### config.mk
export PLATFORM = sky130hd
export DESIGN_NAME = htui_cfg
export DESIGN_NICKNAME = d
export VERILOG_FILES = /design/src/hw/htui_pkg.sv /design/src/hw/htui_cfg.sv /design/src/hw/htui_hys.sv /design/src/hw/htui_reg8.sv
export SDC_FILE = /design/constraint.sdc
export NUM_CORES = 1
export LEC_CHECK = 0
export BUFFER_PORTS_ARGS = -buffer_cell sky130_fd_sc_hd__buf_4
export CORE_MARGIN = 8
export CORE_UTILIZATION = 30
export DETAILED_ROUTE_END_ITERATION = 16
export GPL_ROUTABILITY_DRIVEN = 1
export GPL_TIMING_DRIVEN = 0
export PLACE_DENSITY = 0.52
export SYNTH_ARGS = -nofsm -noshare
export SYNTH_HDL_FRONTEND = slang
export SYNTH_SLANG_ARGS = --single-unit
### constraint.sdc
create_clock -name clk_i -period 1.7 [get_ports clk_i]
set_clock_uncertainty 0.15 [all_clocks]
set_input_delay 0.085 -clock clk_i [delete_from_list [all_inputs] [get_ports clk_i]]
set_output_delay 0.085 -clock clk_i [all_outputs]
set_load 0.02 [all_outputs]
### src/hw/htui_pkg.sv
// Package for the magnetic switch and temperature configuration bank
// Assumes a classic Wishbone slave with 8-bit registers in 32-bit words
package htui_pkg;

   // ----------------------------------------------------------------
   // Register indices (byte address is four times the index)
   // ----------------------------------------------------------------
   localparam logic [7:0] IDX_SW_CFG = 8'hA0;
   localparam logic [7:0] IDX_NEAR_THR = 8'hA1;
   localparam logic [7:0] IDX_TOUCH_THR = 8'hA2;
   localparam logic [7:0] IDX_RESEED_CFG = 8'hC0;
   localparam logic [7:0] IDX_CH3_GAIN = 8'hC1;
   localparam logic [7:0] IDX_CAL_MUL = 8'hC2;
   localparam logic [7:0] IDX_CAL_DIV = 8'hC3;
   localparam logic [7:0] IDX_CAL_OFS = 8'hC4;

   // ----------------------------------------------------------------
   // Writable bit masks
   // ----------------------------------------------------------------
   localparam logic [7:0] MASK_SW_CFG = 8'h77;
   localparam logic [7:0] MASK_RESEED_CFG = 8'h7F;
   localparam logic [7:0] MASK_CH3_GAIN = 8'h3F;
   localparam logic [7:0] MASK_FULL = 8'hFF;

   // ----------------------------------------------------------------
   // Reset values
   // ----------------------------------------------------------------
   localparam logic [7:0] RST_SW_CFG = 8'h00;
   localparam logic [7:0] RST_NEAR_THR = 8'h19;
   localparam logic [7:0] RST_TOUCH_THR = 8'h19;
   localparam logic [7:0] RST_TEMP = 8'h00;

   // ----------------------------------------------------------------
   // Field positions
   // ----------------------------------------------------------------
   localparam int SW_LIN_BIT = 6;
   localparam int SW_THYS_LSB = 4;
   localparam int SW_SWAP_BIT = 2;
   localparam int SW_PHYS_LSB = 0;
   localparam int RS_PROX_BIT = 6;
   localparam int RS_EN_BIT = 5;
   localparam int RS_THR_LSB = 0;
   localparam int CH3_COARSE_LSB = 4;
   localparam int CH3_FINE_LSB = 0;
   localparam int TOUCH_SCALE_SHIFT = 2;

   typedef enum logic [1:0] {
      HTUI_HYS_OFF,
      HTUI_HYS_QUARTER,
      HTUI_HYS_EIGHTH,
      HTUI_HYS_SIXTEENTH
   } htui_hys_e;

   typedef struct packed {
      logic lin_en;
      logic swap_dir;
      logic [7:0] near_thr;
      logic [7:0] near_hys;
      logic [9:0] touch_thr;
      logic [9:0] touch_hys;
   } htui_switch_s;

   typedef struct packed {
      logic reseed_in_prox;
      logic reseed_en;
      logic [4:0] reseed_thr;
      logic [1:0] ch3_coarse;
      logic [3:0] ch3_fine;
      logic [8:0] cal_mul;
      logic [8:0] cal_div;
      logic [7:0] cal_ofs;
   } htui_temp_s;

endpackage

### src/hw/htui_cfg.sv
// Configuration bank for the magnetic switch and temperature functions
// Assumes a classic Wishbone master on clk_i with 32-bit data words
//
// Overview of operation
// Bit 6 of the switch configuration enables output linearization when set.
// Bits 5 to 4 select touch hysteresis as off, a quarter, an eighth or a sixteenth.
// Bit 2 of the switch configuration swaps the reported field direction when set.
// Bits 1 to 0 select proximity hysteresis as off, a quarter, an eighth or a sixteenth.
// The proximity threshold at 0xA1 is used directly and resets to 0x19.
// The touch threshold at 0xA2 is multiplied by four, up to 1020.
// Bit 6 at 0xC0 allows reseeding during proximity only when set.
// Bit 5 at 0xC0 enables temperature-triggered reseeding.
// Bits 4 to 0 at 0xC0 hold the reseed threshold used directly.
// Register 0xC1 holds coarse gain in bits 5 to 4 and fine gain in bits 3 to 0.
// The calibration multiplier is the byte at 0xC2 plus one.
// The calibration divider is the byte at 0xC3 plus one.
// Software avoids writing all ones to the multiplier or divider.
// The calibration offset at 0xC4 is used directly.
// Unimplemented bits read as zero, ignore writes and all fields reset.
`timescale 1ns/1ps
module htui_cfg #(
   parameter int NREG = 8
) (
   input wire logic clk_i,
   input wire logic rst_i,
   input wire logic ce_i,
   input wire logic wb_cyc_i,
   input wire logic wb_stb_i,
   input wire logic wb_we_i,
   input wire logic [9:0] wb_adr_i,
   input wire logic [3:0] wb_sel_i,
   input wire logic [31:0] wb_dat_i,
   output logic [31:0] wb_dat_o,
   output logic wb_ack_o,
   output logic wb_err_o,
   input wire logic prox_active_i,
   input wire logic reseed_req_i,
   output logic reseed_go_o,
   output htui_pkg::htui_switch_s sw_cfg_o,
   output htui_pkg::htui_temp_s temp_cfg_o
);
   // ----------------------------------------------------------------
   // Bus decode
   // ----------------------------------------------------------------
   localparam logic [7:0] IDX [NREG] = '{
      htui_pkg::IDX_SW_CFG,
      htui_pkg::IDX_NEAR_THR,
      htui_pkg::IDX_TOUCH_THR,
      htui_pkg::IDX_RESEED_CFG,
      htui_pkg::IDX_CH3_GAIN,
      htui_pkg::IDX_CAL_MUL,
      htui_pkg::IDX_CAL_DIV,
      htui_pkg::IDX_CAL_OFS
   };
   localparam logic [7:0] MASK [NREG] = '{
      htui_pkg::MASK_SW_CFG,
      htui_pkg::MASK_FULL,
      htui_pkg::MASK_FULL,
      htui_pkg::MASK_RESEED_CFG,
      htui_pkg::MASK_CH3_GAIN,
      htui_pkg::MASK_FULL,
      htui_pkg::MASK_FULL,
      htui_pkg::MASK_FULL
   };
   localparam logic [7:0] RST [NREG] = '{
      htui_pkg::RST_SW_CFG,
      htui_pkg::RST_NEAR_THR,
      htui_pkg::RST_TOUCH_THR,
      htui_pkg::RST_TEMP,
      htui_pkg::RST_TEMP,
      htui_pkg::RST_TEMP,
      htui_pkg::RST_TEMP,
      htui_pkg::RST_TEMP
   };

   wire logic req = wb_cyc_i && wb_stb_i && !wb_ack_o && !wb_err_o && ce_i;
   wire logic [7:0] idx = wb_adr_i[9:2];
   logic [7:0] q [NREG];
   logic [NREG-1:0] hit;
   logic [7:0] rd_byte;
   wire logic mapped = |hit;
   wire logic lane0 = wb_sel_i[0];
   wire logic wr_req = req && wb_we_i && lane0;
   wire logic rd_req = req && !wb_we_i;

   // ----------------------------------------------------------------
   // Register file
   // ----------------------------------------------------------------
   genvar g;
   generate
      for (g = 0; g < NREG; g++) begin : g_reg
         assign hit[g] = (idx == IDX[g]);
         htui_reg8 #(.RST(RST[g]), .MASK(MASK[g])) u_reg (
            .clk_i(clk_i),
            .rst_i(rst_i),
            .we_i(wr_req && hit[g]),
            .d_i(wb_dat_i[7:0]),
            .q_o(q[g])
         );
      end
   endgenerate

   always_comb begin
      rd_byte = 8'h00;
      for (int i = 0; i < NREG; i++) begin
         if (hit[i]) begin
            rd_byte = q[i];
         end
      end
   end

   // ----------------------------------------------------------------
   // Bus answer, one cycle after the request
   // ----------------------------------------------------------------
   always_ff @(posedge clk_i) begin
      if (rst_i) begin
         wb_ack_o <= 1'b0;
         wb_err_o <= 1'b0;
         wb_dat_o <= 32'h0000_0000;
      end else if (ce_i) begin
         wb_ack_o <= req && mapped;
         wb_err_o <= req && !mapped;
         wb_dat_o <= (rd_req && mapped) ? {24'h00_0000, rd_byte} : 32'h0000_0000;
      end
   end

   // ----------------------------------------------------------------
   // Switch settings
   // ----------------------------------------------------------------
   wire logic [7:0] swc = q[0];
   wire logic [9:0] touch_thr = 10'(q[2]) << htui_pkg::TOUCH_SCALE_SHIFT;
   logic [7:0] near_band;
   logic [9:0] touch_band;

   htui_hys #(.W(8)) u_near_hys (
      .thr_i(q[1]),
      .sel_i(swc[htui_pkg::SW_PHYS_LSB +: 2]),
      .band_o(near_band)
   );
   htui_hys #(.W(10)) u_touch_hys (
      .thr_i(touch_thr),
      .sel_i(swc[htui_pkg::SW_THYS_LSB +: 2]),
      .band_o(touch_band)
   );

   always_ff @(posedge clk_i) begin
      if (rst_i) begin
         sw_cfg_o <= '0;
      end else if (ce_i) begin
         sw_cfg_o.lin_en <= swc[htui_pkg::SW_LIN_BIT];
         sw_cfg_o.swap_dir <= swc[htui_pkg::SW_SWAP_BIT];
         sw_cfg_o.near_thr <= q[1];
         sw_cfg_o.near_hys <= near_band;
         sw_cfg_o.touch_thr <= touch_thr;
         sw_cfg_o.touch_hys <= touch_band;
      end
   end

   // ----------------------------------------------------------------
   // Temperature settings
   // ----------------------------------------------------------------
   wire logic [7:0] rsc = q[3];
   wire logic rs_prox_ok = rsc[htui_pkg::RS_PROX_BIT];
   wire logic rs_en = rsc[htui_pkg::RS_EN_BIT];
   wire logic next_go = reseed_req_i && rs_en && (rs_prox_ok || !prox_active_i);

   always_ff @(posedge clk_i) begin
      if (rst_i) begin
         temp_cfg_o <= '0;
         reseed_go_o <= 1'b0;
      end else if (ce_i) begin
         temp_cfg_o.reseed_in_prox <= rs_prox_ok;
         temp_cfg_o.reseed_en <= rs_en;
         temp_cfg_o.reseed_thr <= rsc[htui_pkg::RS_THR_LSB +: 5];
         temp_cfg_o.ch3_coarse <= q[4][htui_pkg::CH3_COARSE_LSB +: 2];
         temp_cfg_o.ch3_fine <= q[4][htui_pkg::CH3_FINE_LSB +: 4];
         temp_cfg_o.cal_mul <= {1'b0, q[5]} + 9'h001;
         temp_cfg_o.cal_div <= {1'b0, q[6]} + 9'h001;
         temp_cfg_o.cal_ofs <= q[7];
         reseed_go_o <= next_go;
      end
   end

   // ----------------------------------------------------------------
   // Checks
   // ----------------------------------------------------------------
   touch_scale_a: assert property (@(posedge clk_i) disable iff (rst_i)
      (ce_i && !rst_i) |=> sw_cfg_o.touch_thr == {$past(q[2]), 2'b00})
      else $error("touch threshold not four times register");
   near_direct_a: assert property (@(posedge clk_i) disable iff (rst_i)
      (ce_i && !rst_i) |=> sw_cfg_o.near_thr == $past(q[1]))
      else $error("near threshold mismatch");
   reseed_block_a: assert property (@(posedge clk_i) disable iff (rst_i)
      (ce_i && !rst_i && prox_active_i && !rs_prox_ok) |=> !reseed_go_o)
      else $error("reseed during proximity");
   reseed_en_a: assert property (@(posedge clk_i) disable iff (rst_i)
      (ce_i && !rst_i && !rs_en) |=> !reseed_go_o)
      else $error("reseed while disabled");
   cal_mul_a: assert property (@(posedge clk_i) disable iff (rst_i)
      (ce_i && !rst_i) |=> temp_cfg_o.cal_mul == {1'b0, $past(q[5])} + 9'h001)
      else $error("multiplier not byte plus one");
   cal_div_a: assert property (@(posedge clk_i) disable iff (rst_i)
      (ce_i && !rst_i) |=> temp_cfg_o.cal_div == {1'b0, $past(q[6])} + 9'h001)
      else $error("divider not byte plus one");
   unimpl_zero_a: assert property (@(posedge clk_i) disable iff (rst_i)
      (q[0][7] == 1'b0) && (q[0][3] == 1'b0) && (q[3][7] == 1'b0) && (q[4][7:6] == 2'b00))
      else $error("unimplemented bit set");
   ack_once_a: assert property (@(posedge clk_i) disable iff (rst_i)
      (wb_ack_o && ce_i) |=> !wb_ack_o)
      else $error("ack held two cycles");
   sw_fields_a: assert property (@(posedge clk_i) disable iff (rst_i)
      (ce_i && !rst_i) |=> sw_cfg_o.lin_en == $past(swc[6]) && sw_cfg_o.swap_dir == $past(swc[2]))
      else $error("switch flag mismatch");
   ch3_gain_a: assert property (@(posedge clk_i) disable iff (rst_i)
      (ce_i && !rst_i) |=> {temp_cfg_o.ch3_coarse, temp_cfg_o.ch3_fine} == $past(q[4][5:0]))
      else $error("channel three gain mismatch");

   // ----------------------------------------------------------------
   // Bus checks
   // ----------------------------------------------------------------
   ack_answer_a: assert property (@(posedge clk_i) disable iff (rst_i)
      (!rst_i && req && mapped) |=> wb_ack_o && !wb_err_o)
      else $error("mapped request not acknowledged");
   err_answer_a: assert property (@(posedge clk_i) disable iff (rst_i)
      (!rst_i && req && !mapped) |=> wb_err_o && !wb_ack_o)
      else $error("unmapped request not refused");
   err_once_a: assert property (@(posedge clk_i) disable iff (rst_i)
      (wb_err_o && ce_i) |=> !wb_err_o)
      else $error("error held two cycles");
   read_data_a: assert property (@(posedge clk_i) disable iff (rst_i)
      (!rst_i && rd_req && hit[1]) |=> wb_dat_o == {24'h00_0000, $past(q[1])})
      else $error("read data mismatch");
   read_upper_a: assert property (@(posedge clk_i) disable iff (rst_i)
      wb_ack_o |-> wb_dat_o[31:8] == 24'h00_0000)
      else $error("read data upper bits set");
   write_lands_a: assert property (@(posedge clk_i) disable iff (rst_i)
      (!rst_i && wr_req && hit[1]) |=> q[1] == $past(wb_dat_i[7:0]))
      else $error("write did not land");
   sel_guard_a: assert property (@(posedge clk_i) disable iff (rst_i)
      (!rst_i && req && wb_we_i && !lane0 && hit[1]) |=> $stable(q[1]))
      else $error("write without lane select changed register");
   masked_write_a: assert property (@(posedge clk_i) disable iff (rst_i)
      (!rst_i && wr_req && hit[0]) |=> q[0] == ($past(wb_dat_i[7:0]) & htui_pkg::MASK_SW_CFG))
      else $error("unimplemented bits written");
   reset_regs_a: assert property (@(posedge clk_i)
      rst_i |=> q[1] == htui_pkg::RST_NEAR_THR && q[2] == htui_pkg::RST_TOUCH_THR && q[0] == '0)
      else $error("register reset value mismatch");
   reset_out_a: assert property (@(posedge clk_i)
      rst_i |=> !wb_ack_o && !wb_err_o && !reseed_go_o)
      else $error("outputs active after reset");
   freeze_a: assert property (@(posedge clk_i) disable iff (rst_i)
      (!rst_i && !ce_i) |=> $stable(sw_cfg_o) && $stable(temp_cfg_o) && $stable(wb_ack_o) && $stable(q[1]))
      else $error("state moved with clock enable low");

   // ----------------------------------------------------------------
   // Switch checks
   // ----------------------------------------------------------------
   touch_hys_off_a: assert property (@(posedge clk_i) disable iff (rst_i)
      (ce_i && !rst_i && swc[5:4] == 2'b00) |=> sw_cfg_o.touch_hys == 10'h000)
      else $error("touch hysteresis not off");
   touch_hys_quarter_a: assert property (@(posedge clk_i) disable iff (rst_i)
      (ce_i && !rst_i && swc[5:4] == 2'b01) |=> sw_cfg_o.touch_hys == {2'b00, $past(q[2])})
      else $error("touch hysteresis not a quarter");
   touch_hys_eighth_a: assert property (@(posedge clk_i) disable iff (rst_i)
      (ce_i && !rst_i && swc[5:4] == 2'b10) |=> sw_cfg_o.touch_hys == {3'b000, $past(q[2][7:1])})
      else $error("touch hysteresis not an eighth");
   touch_hys_sixteenth_a: assert property (@(posedge clk_i) disable iff (rst_i)
      (ce_i && !rst_i && swc[5:4] == 2'b11) |=> sw_cfg_o.touch_hys == {4'h0, $past(q[2][7:2])})
      else $error("touch hysteresis not a sixteenth");
   near_hys_off_a: assert property (@(posedge clk_i) disable iff (rst_i)
      (ce_i && !rst_i && swc[1:0] == 2'b00) |=> sw_cfg_o.near_hys == 8'h00)
      else $error("near hysteresis not off");
   near_hys_quarter_a: assert property (@(posedge clk_i) disable iff (rst_i)
      (ce_i && !rst_i && swc[1:0] == 2'b01) |=> sw_cfg_o.near_hys == {2'b00, $past(q[1][7:2])})
      else $error("near hysteresis not a quarter");
   near_hys_eighth_a: assert property (@(posedge clk_i) disable iff (rst_i)
      (ce_i && !rst_i && swc[1:0] == 2'b10) |=> sw_cfg_o.near_hys == {3'b000, $past(q[1][7:3])})
      else $error("near hysteresis not an eighth");
   near_hys_sixteenth_a: assert property (@(posedge clk_i) disable iff (rst_i)
      (ce_i && !rst_i && swc[1:0] == 2'b11) |=> sw_cfg_o.near_hys == {4'h0, $past(q[1][7:4])})
      else $error("near hysteresis not a sixteenth");
   swap_dir_a: assert property (@(posedge clk_i) disable iff (rst_i)
      (ce_i && !rst_i) |=> sw_cfg_o.swap_dir == $past(swc[htui_pkg::SW_SWAP_BIT]))
      else $error("direction swap mismatch");

   // ----------------------------------------------------------------
   // Temperature checks
   // ----------------------------------------------------------------
   reseed_pass_a: assert property (@(posedge clk_i) disable iff (rst_i)
      (ce_i && !rst_i && reseed_req_i && rs_en && rs_prox_ok) |=> reseed_go_o)
      else $error("reseed refused during proximity");
   reseed_free_a: assert property (@(posedge clk_i) disable iff (rst_i)
      (ce_i && !rst_i && reseed_req_i && rs_en && !prox_active_i) |=> reseed_go_o)
      else $error("enabled reseed refused");
   reseed_idle_a: assert property (@(posedge clk_i) disable iff (rst_i)
      (ce_i && !rst_i && !reseed_req_i) |=> !reseed_go_o)
      else $error("reseed without request");
   reseed_flags_a: assert property (@(posedge clk_i) disable iff (rst_i)
      (ce_i && !rst_i) |=> {temp_cfg_o.reseed_in_prox, temp_cfg_o.reseed_en} == $past(q[3][6:5]))
      else $error("reseed flag mismatch");
   reseed_thr_a: assert property (@(posedge clk_i) disable iff (rst_i)
      (ce_i && !rst_i) |=> temp_cfg_o.reseed_thr == $past(q[3][4:0]))
      else $error("reseed threshold mismatch");
   cal_ofs_a: assert property (@(posedge clk_i) disable iff (rst_i)
      (ce_i && !rst_i) |=> temp_cfg_o.cal_ofs == $past(q[7]))
      else $error("calibration offset mismatch");
endmodule

### src/hw/htui_hys.sv
// Hysteresis band from a threshold and a two-bit fraction selection
// Assumes combinational use on the same clock as its caller
`timescale 1ns/1ps
module htui_hys #(
   parameter int W = 8
) (
   input wire logic [W-1:0] thr_i,
   input wire logic [1:0] sel_i,
   output logic [W-1:0] band_o
);
   wire logic [W-1:0] quarter = thr_i >> 2;
   wire logic [W-1:0] eighth = thr_i >> 3;
   wire logic [W-1:0] sixteenth = thr_i >> 4;

   assign band_o = (sel_i == htui_pkg::HTUI_HYS_QUARTER) ? quarter :
                   (sel_i == htui_pkg::HTUI_HYS_EIGHTH) ? eighth :
                   (sel_i == htui_pkg::HTUI_HYS_SIXTEENTH) ? sixteenth : '0;
endmodule

### src/hw/htui_reg8.sv
// One 8-bit configuration register with a writable bit mask
// Assumes write strobe qualified by the bus and clock enable upstream
`timescale 1ns/1ps
module htui_reg8 #(
   parameter logic [7:0] RST = 8'h00,
   parameter logic [7:0] MASK = 8'hFF
) (
   input wire logic clk_i,
   input wire logic rst_i,
   input wire logic we_i,
   input wire logic [7:0] d_i,
   output logic [7:0] q_o
);
   always_ff @(posedge clk_i) begin
      if (rst_i) begin
         q_o <= RST & MASK;
      end else if (we_i) begin
         q_o <= d_i & MASK;
      end
   end
endmodule

==> results of run 1 <==
==> final cells by class <==
class	instances	area [µm²]
Tap cell	275	344
Fill cell	2202	12500
Buffer	73	414
Clock inverter	10	165
Clock buffer	22	444
Multi-Input combinational cell	509	3380
Inverter	4	15.0
Timing Repair Buffer	116	960
Sequential cell	141	2830
==> timing repair <==
item	4_1_cts	5_1_grt
endpoints found under the setup margin	65	52
hold buffers	8	1
buffers inserted	4	4
gates cloned	0	2
pin swaps	2	2
gates resized for setup	6	18
endpoints found under the hold margin	29	1
==> worst min-delay path, stage by stage <==
cell,delay [ps]
buf_4,130
nor2_4,50
o2111ai_4,160
o21ai_1,80
==> power by group through the flow <==
stage / combinational (mW) / clock [mW] / sequential (mW)
6_report: 0.681 / 3.89 / 3.37
5_1_grt: 0.729 / 4.10 / 3.37
4_1_cts: 0.671 / 3.95 / 3.37
3_5_place_dp: 0.651 / 0 / 3.44
3_3_place_gp: 0.652 / 0 / 3.44
2_1_floorplan: 0.367 / 0 / 3.49
==> per-layer routing <==
layer / global-route usage [%] / share of wire (%)
met1: 22.2 / 47
met2: 26.1 / 45
met3: 4.25 / 6.6
met4: 4.71 / 1.3
met5: 0 / 0.076
==> per-stage QoR <==
| step | cell area [µm²] | util, % | instances | worst slack, ps |
|---|---|---|---|---|
| after global routing | 8550 | 40.5 | 1150 | -98.2 |
| after CTS | 8420 | 39.9 | 1143 | -34.2 |
| after floorplan | 6560 | - | 731 | 10.9 |
| final | 8550 | 40.5 | 1150 | -61.4 |
| after global placement | 7640 | 36.2 | 1103 | -283 |
| after detailed placement | 7640 | 36.2 | 1103 | -293 |
==> state kept, by name, summed over array words and instances, names as in the netlist <==
register / cells
wb_dat_o: 8
temp_cfg_o: 39
reseed_go_o: 1
wb_err_o: 1
sw_cfg_o: 32
g.u_reg.q_o: 59
wb_ack_o: 1
==> synthesized netlist by cell type (3+ instances only) <==
cell      number
nor3_1        13
a211o_1        6
xnor2_1        6
mux2_1         4
o21ai_1        3
dfxtp_1      141
and3b_1        3
o21ai_0        6
inv_1          4
buf_2         10
xor2_1         6
nand2b_1       6
nor2_1       126
nor3_2         4
a21oi_1       33
buf_4         32
nand2_1       46
mux2_2        11
buf_1          5
and2_1         6
a22oi_1       13
o221ai_1       9
o21bai_1       5
mux2i_1       88
nand3_1        9
nor2b_1       14
nor3_4         3
a221oi_1      13
a211oi_1      14
clkbuf_1      30
==> worst max path at each step <==
stage                            end  slack (ps)
4_1_cts        g_reg[1].u_reg.q_o[3]         -30
6_report       g_reg[1].u_reg.q_o[6]         -60
3_5_place_dp   g_reg[7].u_reg.q_o[0]        -290
2_1_floorplan  g_reg[1].u_reg.q_o[3]          10
5_1_grt        g_reg[1].u_reg.q_o[6]        -100
3_3_place_gp   g_reg[5].u_reg.q_o[2]        -280
==> cell families after synthesis <==
logic type	Yosys count	synth area share, %
DFF	141	43.8
AOI/OAI and AO/OA	116	12.6
buffers and inverters	81	6.77
xor gates and xnor gates	12	1.63
muxes	103	16.3
and+or+nand+nor	246	18.5
adders and majority gates	2	0.388
other	1	0.0582
==> impl_metrics.py, run 1 <==
metrics = {
    "route": {
        "route.detailed.drc": 0,
        "vias": 5619,
        "first_iter_violations": 421,
        "wl_per_cell_um": 19.5,
        "ant_nets": 0,
        "drt-total-wl_um": 22500,
        "drt_pass1_iterations": 5,
        "via_per_inst": 4.89,
    },
    "cells_and_area": {
        "nets": 918,
        "final_common_cell": "dfxtp_1",
        "syn_to_final_growth_pct": 32.5,
        "drive_gt1_share_pct": 24.2,
        "antennaDiodeCount": 0,
        "layout_common_cells": "136 x dfxtp_1, 131 x buf_4, 123 x nor2_1",
    },
    "logic_synthesis": {
        "synthCells": 702,
        "synth_area_um2": 6450,
        "synth_area_leaders": "dfxtp_1 44%, mux2i_1 14%, nor2_1 7.3%",
        "yosysTopAreaCell": "dfxtp_1",
        "synth_seq_cells": 141,
        "synth_edf_count": 0,
        "synth_ff_type": "dfxtp_1",
        "ys_types": 55,
        "yosysTopAreaCellShare_pct": 43.8,
        "yosysWarnings": 0,
        "async_flop_share_pct": 0,
        "seq_area_frac_synth_pct": 43.8,
        "syn_area_per_cell_um2": 9.19,
    },
    "clocking": {
        "cts_buffer_depth": 2,
        "clk_latency_ps": 430,
        "cts_buffers": 17,
        "clock_tree.root_cell": "clkbuf_16",
        "htreeDepth": 4,
        "cts_sinks": 141,
        "cts_tree": "done",
        "clk_pin_slew_ps": 60,
    },
    "die": {
        "start_util_pct": 30.6,
        "coreArea_um2": 21100,
        "row_count": 53,
        "dieArea_um2": 26400,
        "io_pins": 166,
        "die_y_um": 163,
        "die_x_um": 163,
    },
    "global_routing": {
        "grt_overflow": 0,
        "grt_pass1_wl_um": 33300,
        "grt_usage_pct": 16.6,
        "grt_pass1_vias": 5371,
        "grt_max_degree": 17,
        "antenna_found_initial": 1,
    },
    "run_status": {
        "violations": "negative hold slack, negative setup slack",
        "outcome": "finished with violations",
    },
    "timing": {
        "max_slew_margin_pct": 50.2,
        "worstMarginPinSlew_ps": 747,
        "finalSetupViolations": 6,
        "min_period_over_period_pct": 104,
        "slew_violations": 0,
        "grt_setup_unrepaired": "yes",
        "fmax_mhz": 568,
        "min_period_ps": 1760,
        "holdWs_ps": -17.5,
        "fin_tns_setup_ps": -166,
        "fin_ws_ps": -61.4,
        "final-hold-violation-count": 2,
    },
    "setup_path": {
        "crit_family": "simple AND/OR/NAND/NOR gates",
        "start_kind": "flop",
        "endpoint_kind": "flop",
        "rrSetupSlack_ps": -60,
        "reg2reg_from": "wb_ack_o",
        "crit_fanout": 9,
        "r2r_cells": 7,
        "arrival_ps": 1890,
        "worstPathRequired_ps": 1830,
        "crit_chain": "nor2_4 -> nand4_4 -> buf_12 -> nor3_4 -> buf_4 -> mux2i_1 -> nor2_1",
        "cp.depth": 7,
        "worstSetupPathType": "flop to flop",
        "reg2reg_to": "g_reg[1].u_reg.q_o[6]",
        "slowest_stage": "dfxtp_2",
        "cp_slowest_stage_delay_ps": 340,
        "cp-startpoint": "wb_ack_o",
        "cp.buffers_inverters": 2,
    },
    "power": {
        "p_seq_share_pct": 42.4,
        "p_switching_mw": 1.90,
        "finalPower_mw": 7.95,
        "p_comb_share_pct": 8.6,
        "power.leakage_nw": 3.48,
        "power_switching_share_pct": 23.9,
        "clockPowerShare_pct": 49.0,
        "power_per_cell_area_nw_per_um2": 930,
        "internal_power_mw": 6.04,
        "ir_drop_mv": 0.736,
    },
    "placed_design": {
        "place_congestion": 0.873,
        "numPortBuffers": 97,
        "post-dp-hpwl_um": 16600,
    },
    "min_path": {
        "hp-start": "wb_adr_i[5]",
        "holdCritPathClass": "input pin to flop",
        "min_delay_worst_endpoint": "wb_dat_o[7]",
        "hold_depth": 4,
    },
    "run": {
        "cap_viol_max_count": 0,
    },
}
Note: power is estimated with default switching activity, not from simulation.
==> inputs of run 2 (changes only) <==
==> constraint.sdc (replaced) <==
create_clock -name clk_i -period 1.47 [get_ports clk_i]
set_clock_uncertainty 0.15 [all_clocks]
set_input_delay 0.0735 -clock clk_i [delete_from_list [all_inputs] [get_ports clk_i]]
set_output_delay 0.0735 -clock clk_i [all_outputs]
set_load 0.02 [all_outputs]
==> run 2 against run 1 <==
Compared with the run above:
- the run ends with negative setup slack left
- via count up 1.2%
- register-to-register slack got worse by 190 ps
- power increased by 14%
- combinational power increased by 19%
- hold slack gained 29 ps
- non-clock buffer count is 12 higher
- sequential share of layout area fell by 0.53 points
- worst setup slack got worse by 190 ps
- wire length increased by 0.54%
- sequential power grew 15%
- largest cell class unchanged
==> impl_metrics.py, run 2 (synthesis results as in run 1) <==
metrics = {
    "run_status": {
        "outcome": "finished with violations",
        "violations": "negative setup slack",
    },
    "setup_path": {
        "endpoint_kind": "flop",
        "rrSetupSlack_ps": -250,
        "start_kind": "flop",
        "crit_fanout": 9,
        "worstSetupPathType": "flop to flop",
        "worstPathRequired_ps": 1660,
        "r2r_cells": 8,
        "arrival_ps": 1910,
    },
    "cells_and_area": {
        "largest_register": "g.u_reg.q_o",
        "largest_reg_flops": 59,
        "drive_gt1_share_pct": 29.2,
        "antennaDiodeCount": 0,
        "final_common_cell": "buf_4",
        "nets": 930,
        "layout_common_cells": "138 x buf_4, 124 x dfxtp_1, 120 x nor2_1",
        "fillers": 2167,
        "reg_top3": "g.u_reg.q_o: 59 flops, temp_cfg_o: 39 flops, sw_cfg_o: 32 flops",
        "final_util_pct": 41.7,
        "syn_to_final_growth_pct": 36.2,
    },
    "placed_design": {
        "numPortBuffers": 97,
        "place_congestion": 0.870,
        "place_ws_ps": -521,
        "post-dp-hpwl_um": 16500,
    },
    "min_path": {
        "hold_depth": 4,
        "holdCritPathClass": "input pin to flop",
    },
    "route": {
        "drt_pass1_iterations": 5,
        "drt-total-wl_um": 22600,
        "ant_nets": 0,
        "first_iter_violations": 315,
        "vias": 5688,
        "route.detailed.drc": 0,
        "wl_per_cell_um": 19.5,
        "via_per_inst": 4.90,
    },
    "clocking": {
        "cts_sinks": 141,
        "clock_tree.root_cell": "clkbuf_16",
        "cts_buffers": 17,
        "clk_latency_ps": 420,
        "htreeDepth": 4,
        "clk_pin_slew_ps": 60,
        "cts_tree": "done",
        "cts_buffer_depth": 2,
    },
    "timing": {
        "finalSetupViolations": 83,
        "slew_violations": 0,
        "fin_ws_ps": -249,
        "max_slew_margin_pct": 49.2,
        "fmax_mhz": 582,
        "min_period_ps": 1720,
        "min_period_over_period_pct": 117,
        "final-hold-violation-count": 0,
        "worstMarginPinSlew_ps": 762,
        "grt_setup_unrepaired": "yes",
    },
    "run": {
        "cap_viol_max_count": 0,
    },
    "power": {
        "finalPower_mw": 9.08,
        "power.leakage_nw": 3.61,
        "ir_drop_mv": 0.771,
        "power_per_cell_area_nw_per_um2": 1030,
    },
    "die": {
        "die_x_um": 163,
        "coreArea_um2": 21100,
        "io_pins": 166,
        "die_y_um": 163,
        "start_util_pct": 30.6,
        "row_count": 53,
        "dieArea_um2": 26400,
    },
    "global_routing": {
        "grt_usage_pct": 17.0,
        "grt_max_degree": 17,
        "grt_overflow": 0,
        "grt_pass1_wl_um": 34100,
        "antenna_found_initial": 0,
        "grt_pass1_vias": 5441,
    },
}
run 2: cell types whose count changed in the layout (fill, tap and decap cells not counted), sizes merged:
cell	change
dlygate4sd3	+1
clkinv	+1
buf	+9
clkinvlp	-3
bufinv	-2
clkbuf	+5
run 2: final timing paths:
check / startpoint / endpoint
max: wb_ack_o / g_reg[6].u_reg.q_o[1]
min: wb_adr_i[5] / wb_dat_o[3]
max reg2reg: wb_ack_o / g_reg[6].u_reg.q_o[1]
min reg2reg: temp_cfg_o[25] / temp_cfg_o[25]
run 2: worst max-delay path, stage by stage (launching register included):
cell and delay [ps]:
dfxtp_4 350, nor2_4 130, nand4_4 110, buf_12 190
buf_4 140, nor3_4 180, buf_4 150, nand2_1 50
a21oi_1 180
run 2: metal layers:
metal | wire [µm] | up-vias | track usage, %
met1 | 10500 | 2707 | 22.9
met3 | 1560 | 23 | 5.08
li1 | - | 2766 | -
met2 | 10200 | 192 | 25.8
met4 | 320 | 0 | 4.88
met5 | 0 | - | 0
run 2: what timing repair did:
action	in CTS	in global routing
gates cloned	1	1
pin swaps	11	8
setup buffers	10	8
gates resized for setup	34	33
hold buffers	10	0
hold endpoints to repair	30	0
endpoints found under the setup margin	101	125
run 2: stage by stage:
stage	instance area (µm²)	hold slack (ps)	instances	TNS (ps)
floorplan	6600	41.4	731	-6500
CTS	8620	-41.4	1152	-10160
global route	8790	24.4	1161	-22050
global placement	7670	215	1103	-48670
detailed placement	7670	226	1103	-50170
finish	8790	12.0	1161	-10870
run 2: area by class of cell:
class	count	area, µm²	share of cell area [%]
buffer	74	444	5.06
clock buffer	25	526	5.98
clock inverter	6	80.1	0.911
inverter	4	15.0	0.171
multi-input combinational	509	3460	39.4
sequential	141	2860	32.6
tap	275	344	3.92
timing repair buffer	127	1050	12.0
run 2: power by group:
| part | total [mW] | switching [mW] | internal, mW |
|---|---|---|---|
| clock network | 4.39 | 1.59 | 2.79 |
| registers | 3.89 | 0.0271 | 3.86 |
| logic | 0.808 | 0.516 | 0.292 |
==> inputs of run 3 (changes only) <==
--- a/config.mk
+++ b/config.mk
@@ -8,10 +8,13 @@
 export BUFFER_PORTS_ARGS = -buffer_cell sky130_fd_sc_hd__buf_4
 export CORE_MARGIN = 8
 export CORE_UTILIZATION = 30
+export CTS_CLUSTER_DIAMETER = 200
 export DETAILED_ROUTE_END_ITERATION = 16
 export GPL_ROUTABILITY_DRIVEN = 1
 export GPL_TIMING_DRIVEN = 0
 export PLACE_DENSITY = 0.52
+export SKIP_LAST_GASP = 1
 export SYNTH_ARGS = -nofsm -noshare
 export SYNTH_HDL_FRONTEND = slang
+export SYNTH_HIERARCHICAL = 1
 export SYNTH_SLANG_ARGS = --single-unit
==> run 3 against run 2 <==
Compared with the run above:
- the flow still finishes with violations (negative setup slack)
- fmax down 7.5%
- count of clock-buffer cells in the layout shrank 5
- combinational power increased by 1%
- final cell count is 4.0% higher
- register-to-register slack got worse by 140 ps
- largest power group unchanged
==> impl_metrics.py, run 3 <==
metrics = {
    "run_status": {
        "outcome": "finished with violations",
        "violations": "negative setup slack",
    },
    "power": {
        "ir_drop_mv": 0.819,
        "power_switching_share_pct": 24.7,
        "p_seq_share_pct": 43.8,
        "clockPowerShare_pct": 47.2,
        "p_comb_share_pct": 9.0,
        "finalPower_mw": 9.08,
        "internal_power_mw": 6.84,
        "power.leakage_nw": 3.84,
        "power_per_cell_area_nw_per_um2": 986,
        "p_switching_mw": 2.24,
    },
    "cells_and_area": {
        "nets": 965,
        "fillers": 2256,
        "final_util_pct": 41.0,
        "finish.instance_area_um2": 9210,
        "antennaDiodeCount": 0,
        "syn_to_final_growth_pct": 35.1,
        "largest_register": "g.u_reg/q_o",
        "reg_top3": "g.u_reg/q_o: 59 flops, temp_cfg_o: 39 flops, sw_cfg_o: 36 flops",
        "layout_common_cells": "161 x buf_4, 138 x mux2i_1, 133 x nor2_1",
        "largest_reg_flops": 59,
        "final_common_cell": "buf_4",
        "final_cells": 1207,
        "drive_gt1_share_pct": 30.0,
    },
    "route": {
        "wl_per_cell_um": 18.0,
        "first_iter_violations": 348,
        "drt-total-wl_um": 21800,
        "drt_pass1_iterations": 5,
        "vias": 5474,
        "via_per_inst": 4.54,
        "ant_nets": 0,
        "route.detailed.drc": 0,
    },
    "setup_path": {
        "endpoint_kind": "flop",
        "crit_chain": "nor2_4 -> and4_1 -> and3_4 -> nand2_4 -> nor2_4 -> buf_6 -> nor2b_2 -> a211o_1",
        "rrSetupSlack_ps": -390,
        "crit_fanout": 5,
        "start_kind": "flop",
        "crit_top_cell": "nor2_4",
        "r2r_cells": 8,
        "cp_slowest_stage_delay_ps": 350,
        "arrival_ps": 2010,
        "worstPathRequired_ps": 1620,
        "cp-startpoint": "wb_ack_o",
        "worstSetupPathType": "flop to flop",
        "slowest_stage": "dfxtp_4",
        "reg2reg_from": "wb_ack_o",
    },
    "timing": {
        "min_period_ps": 1860,
        "slew_violations": 0,
        "holdWs_ps": 19.7,
        "worstMarginPinSlew_ps": 1050,
        "max_slew_margin_pct": 30.3,
        "final-hold-violation-count": 0,
        "min_period_over_period_pct": 126,
        "finalSetupViolations": 66,
        "grt_setup_unrepaired": "yes",
        "fmax_mhz": 538,
        "fin_ws_ps": -388,
    },
    "die": {
        "die_y_um": 167,
        "dieArea_um2": 27800,
        "die_x_um": 167,
        "start_util_pct": 30.4,
        "coreArea_um2": 22400,
        "io_pins": 166,
        "row_count": 55,
    },
    "clocking": {
        "clk_latency_ps": 420,
        "htreeDepth": 4,
        "cts_buffer_depth": 2,
        "cts_sinks": 145,
        "cts_tree": "done",
        "cts_buffers": 17,
        "clk_pin_slew_ps": 60,
        "clock_tree.root_cell": "clkbuf_16",
    },
    "placed_design": {
        "numPortBuffers": 109,
        "place_congestion": 0.869,
        "post-dp-hpwl_um": 15700,
        "place_inst": 1138,
        "dpl_cell_area_um2": 8190,
    },
    "run": {
        "cap_viol_max_count": 0,
    },
    "global_routing": {
        "grt_pass1_wl_um": 33000,
        "grt_overflow": 0,
        "antenna_found_initial": 0,
        "grt_max_degree": 20,
        "grt_pass1_vias": 5325,
        "grt_usage_pct": 15.6,
    },
    "logic_synthesis": {
        "ys_types": 55,
        "syn_area_per_cell_um2": 9.53,
        "synth_edf_count": 0,
        "async_flop_share_pct": 0,
        "yosysWarnings": 6,
        "synth_commonest_cells": "145 x dfxtp_1, 141 x nor2_1, 139 x mux2i_1",
        "synth_area_leaders": "dfxtp_1 43%, mux2i_1 20%, nor2_1 7.8%",
        "synth_most_common_cell": "dfxtp_1",
        "synth_area_um2": 6810,
        "yosysTopAreaCellShare_pct": 42.6,
        "yosysTopAreaCell": "dfxtp_1",
        "synth_ff_type": "dfxtp_1",
        "synthCells": 715,
        "seq_area_frac_synth_pct": 42.6,
        "synth_seq_cells": 145,
    },
    "min_path": {
        "hold_depth": 3,
        "hp-start": "rst_i",
        "holdCritPathClass": "input pin to flop",
    },
}
## run 3: cell count changes in the layout (fill, tap and decap cells not counted), sizes merged, moves of 13 or more
| cell | previous run | this run |
|---|---|---|
| a21oi | 33 | 7 |
| buf | 163 | 187 |
| a221oi | 13 | 0 |
| mux2i | 88 | 139 |
| nand2 | 46 | 29 |
| mux2 | 15 | 0 |
| nor3 | 20 | 0 |
| nor2 | 127 | 143 |
## run 3: through the flow
step                worst slack [ps]  TNS, ps
global route                    -455   -25840
floorplan                       -302   -13500
detailed placement              -637   -53070
finish                          -388   -20330
global placement                -684   -54290
CTS                             -350   -18900
## run 3: cell type report
class / count / area (µm²) / share of cell area (%)
clock buffer: 20 / 447 / 4.85
tap: 285 / 357 / 3.87
inverter: 9 / 33.8 / 0.367
clock inverter: 12 / 135 / 1.47
sequential: 145 / 2930 / 31.8
multi-input combinational: 508 / 3530 / 38.4
timing repair buffer: 146 / 1150 / 12.5
buffer: 82 / 621 / 6.74
## run 3: per-layer routing
metal | up-vias | wire [µm] | track usage [%]
met5 | - | 0 | 0
met4 | 0 | 476 | 5.84
met3 | 25 | 1080 | 3.66
met2 | 141 | 9690 | 24.0
met1 | 2515 | 10500 | 20.7
li1 | 2793 | - | -
## run 3: critical path: cells and delay by family, from the launching register on
| family | cells | cell delay (ps) |
|---|---|---|
| and+or+nand+nor | 6 | 880 |
| AOI/OAI and AO/OA | 1 | 220 |
| DFF | 1 | 350 |
| buffers and inverters | 1 | 150 |
## run 3: worst paths after layout
check,end
setup reg to reg,g_reg[1].u_reg/q_o[4]
setup / recovery,g_reg[1].u_reg/q_o[4]
hold / removal,g_reg[6].u_reg/q_o[3]
hold reg to reg,wb_dat_o[4]
## run 3: power by group through the flow
| stage | Sequential [mW] | Clock [mW] | Combinational [mW] |
|---|---|---|---|
| finish | 3.98 | 4.28 | 0.817 |
| global route | 3.98 | 4.57 | 0.876 |
| CTS | 3.98 | 4.40 | 0.806 |
| detailed placement | 4.08 | 0 | 0.760 |
| global placement | 4.08 | 0 | 0.762 |
| floorplan | 4.12 | 0 | 0.419 |
## run 3: cell families after synthesis
logic type               count (synthesis)  share of synthesized area, %
AND/OR/NAND/NOR                        241                          16.7
flip-flops                             145                          42.6
multiplexers                           139                          20.4
buffers and inverters                   91                          9.49
AO/OA/AOI/OAI                           79                          8.54
XOR/XNOR                                12                          1.54
other                                    6                         0.331
adder cells (fa/ha/maj)                  2                         0.367
## run 3: repair_timing
action	CTS	global route
resized for setup	19	18
setup endpoints to repair	72	70
hold buffers	17	0
pin swaps	11	14
setup buffers	10	8
cloned	2	0
hold endpoints to repair	63	0
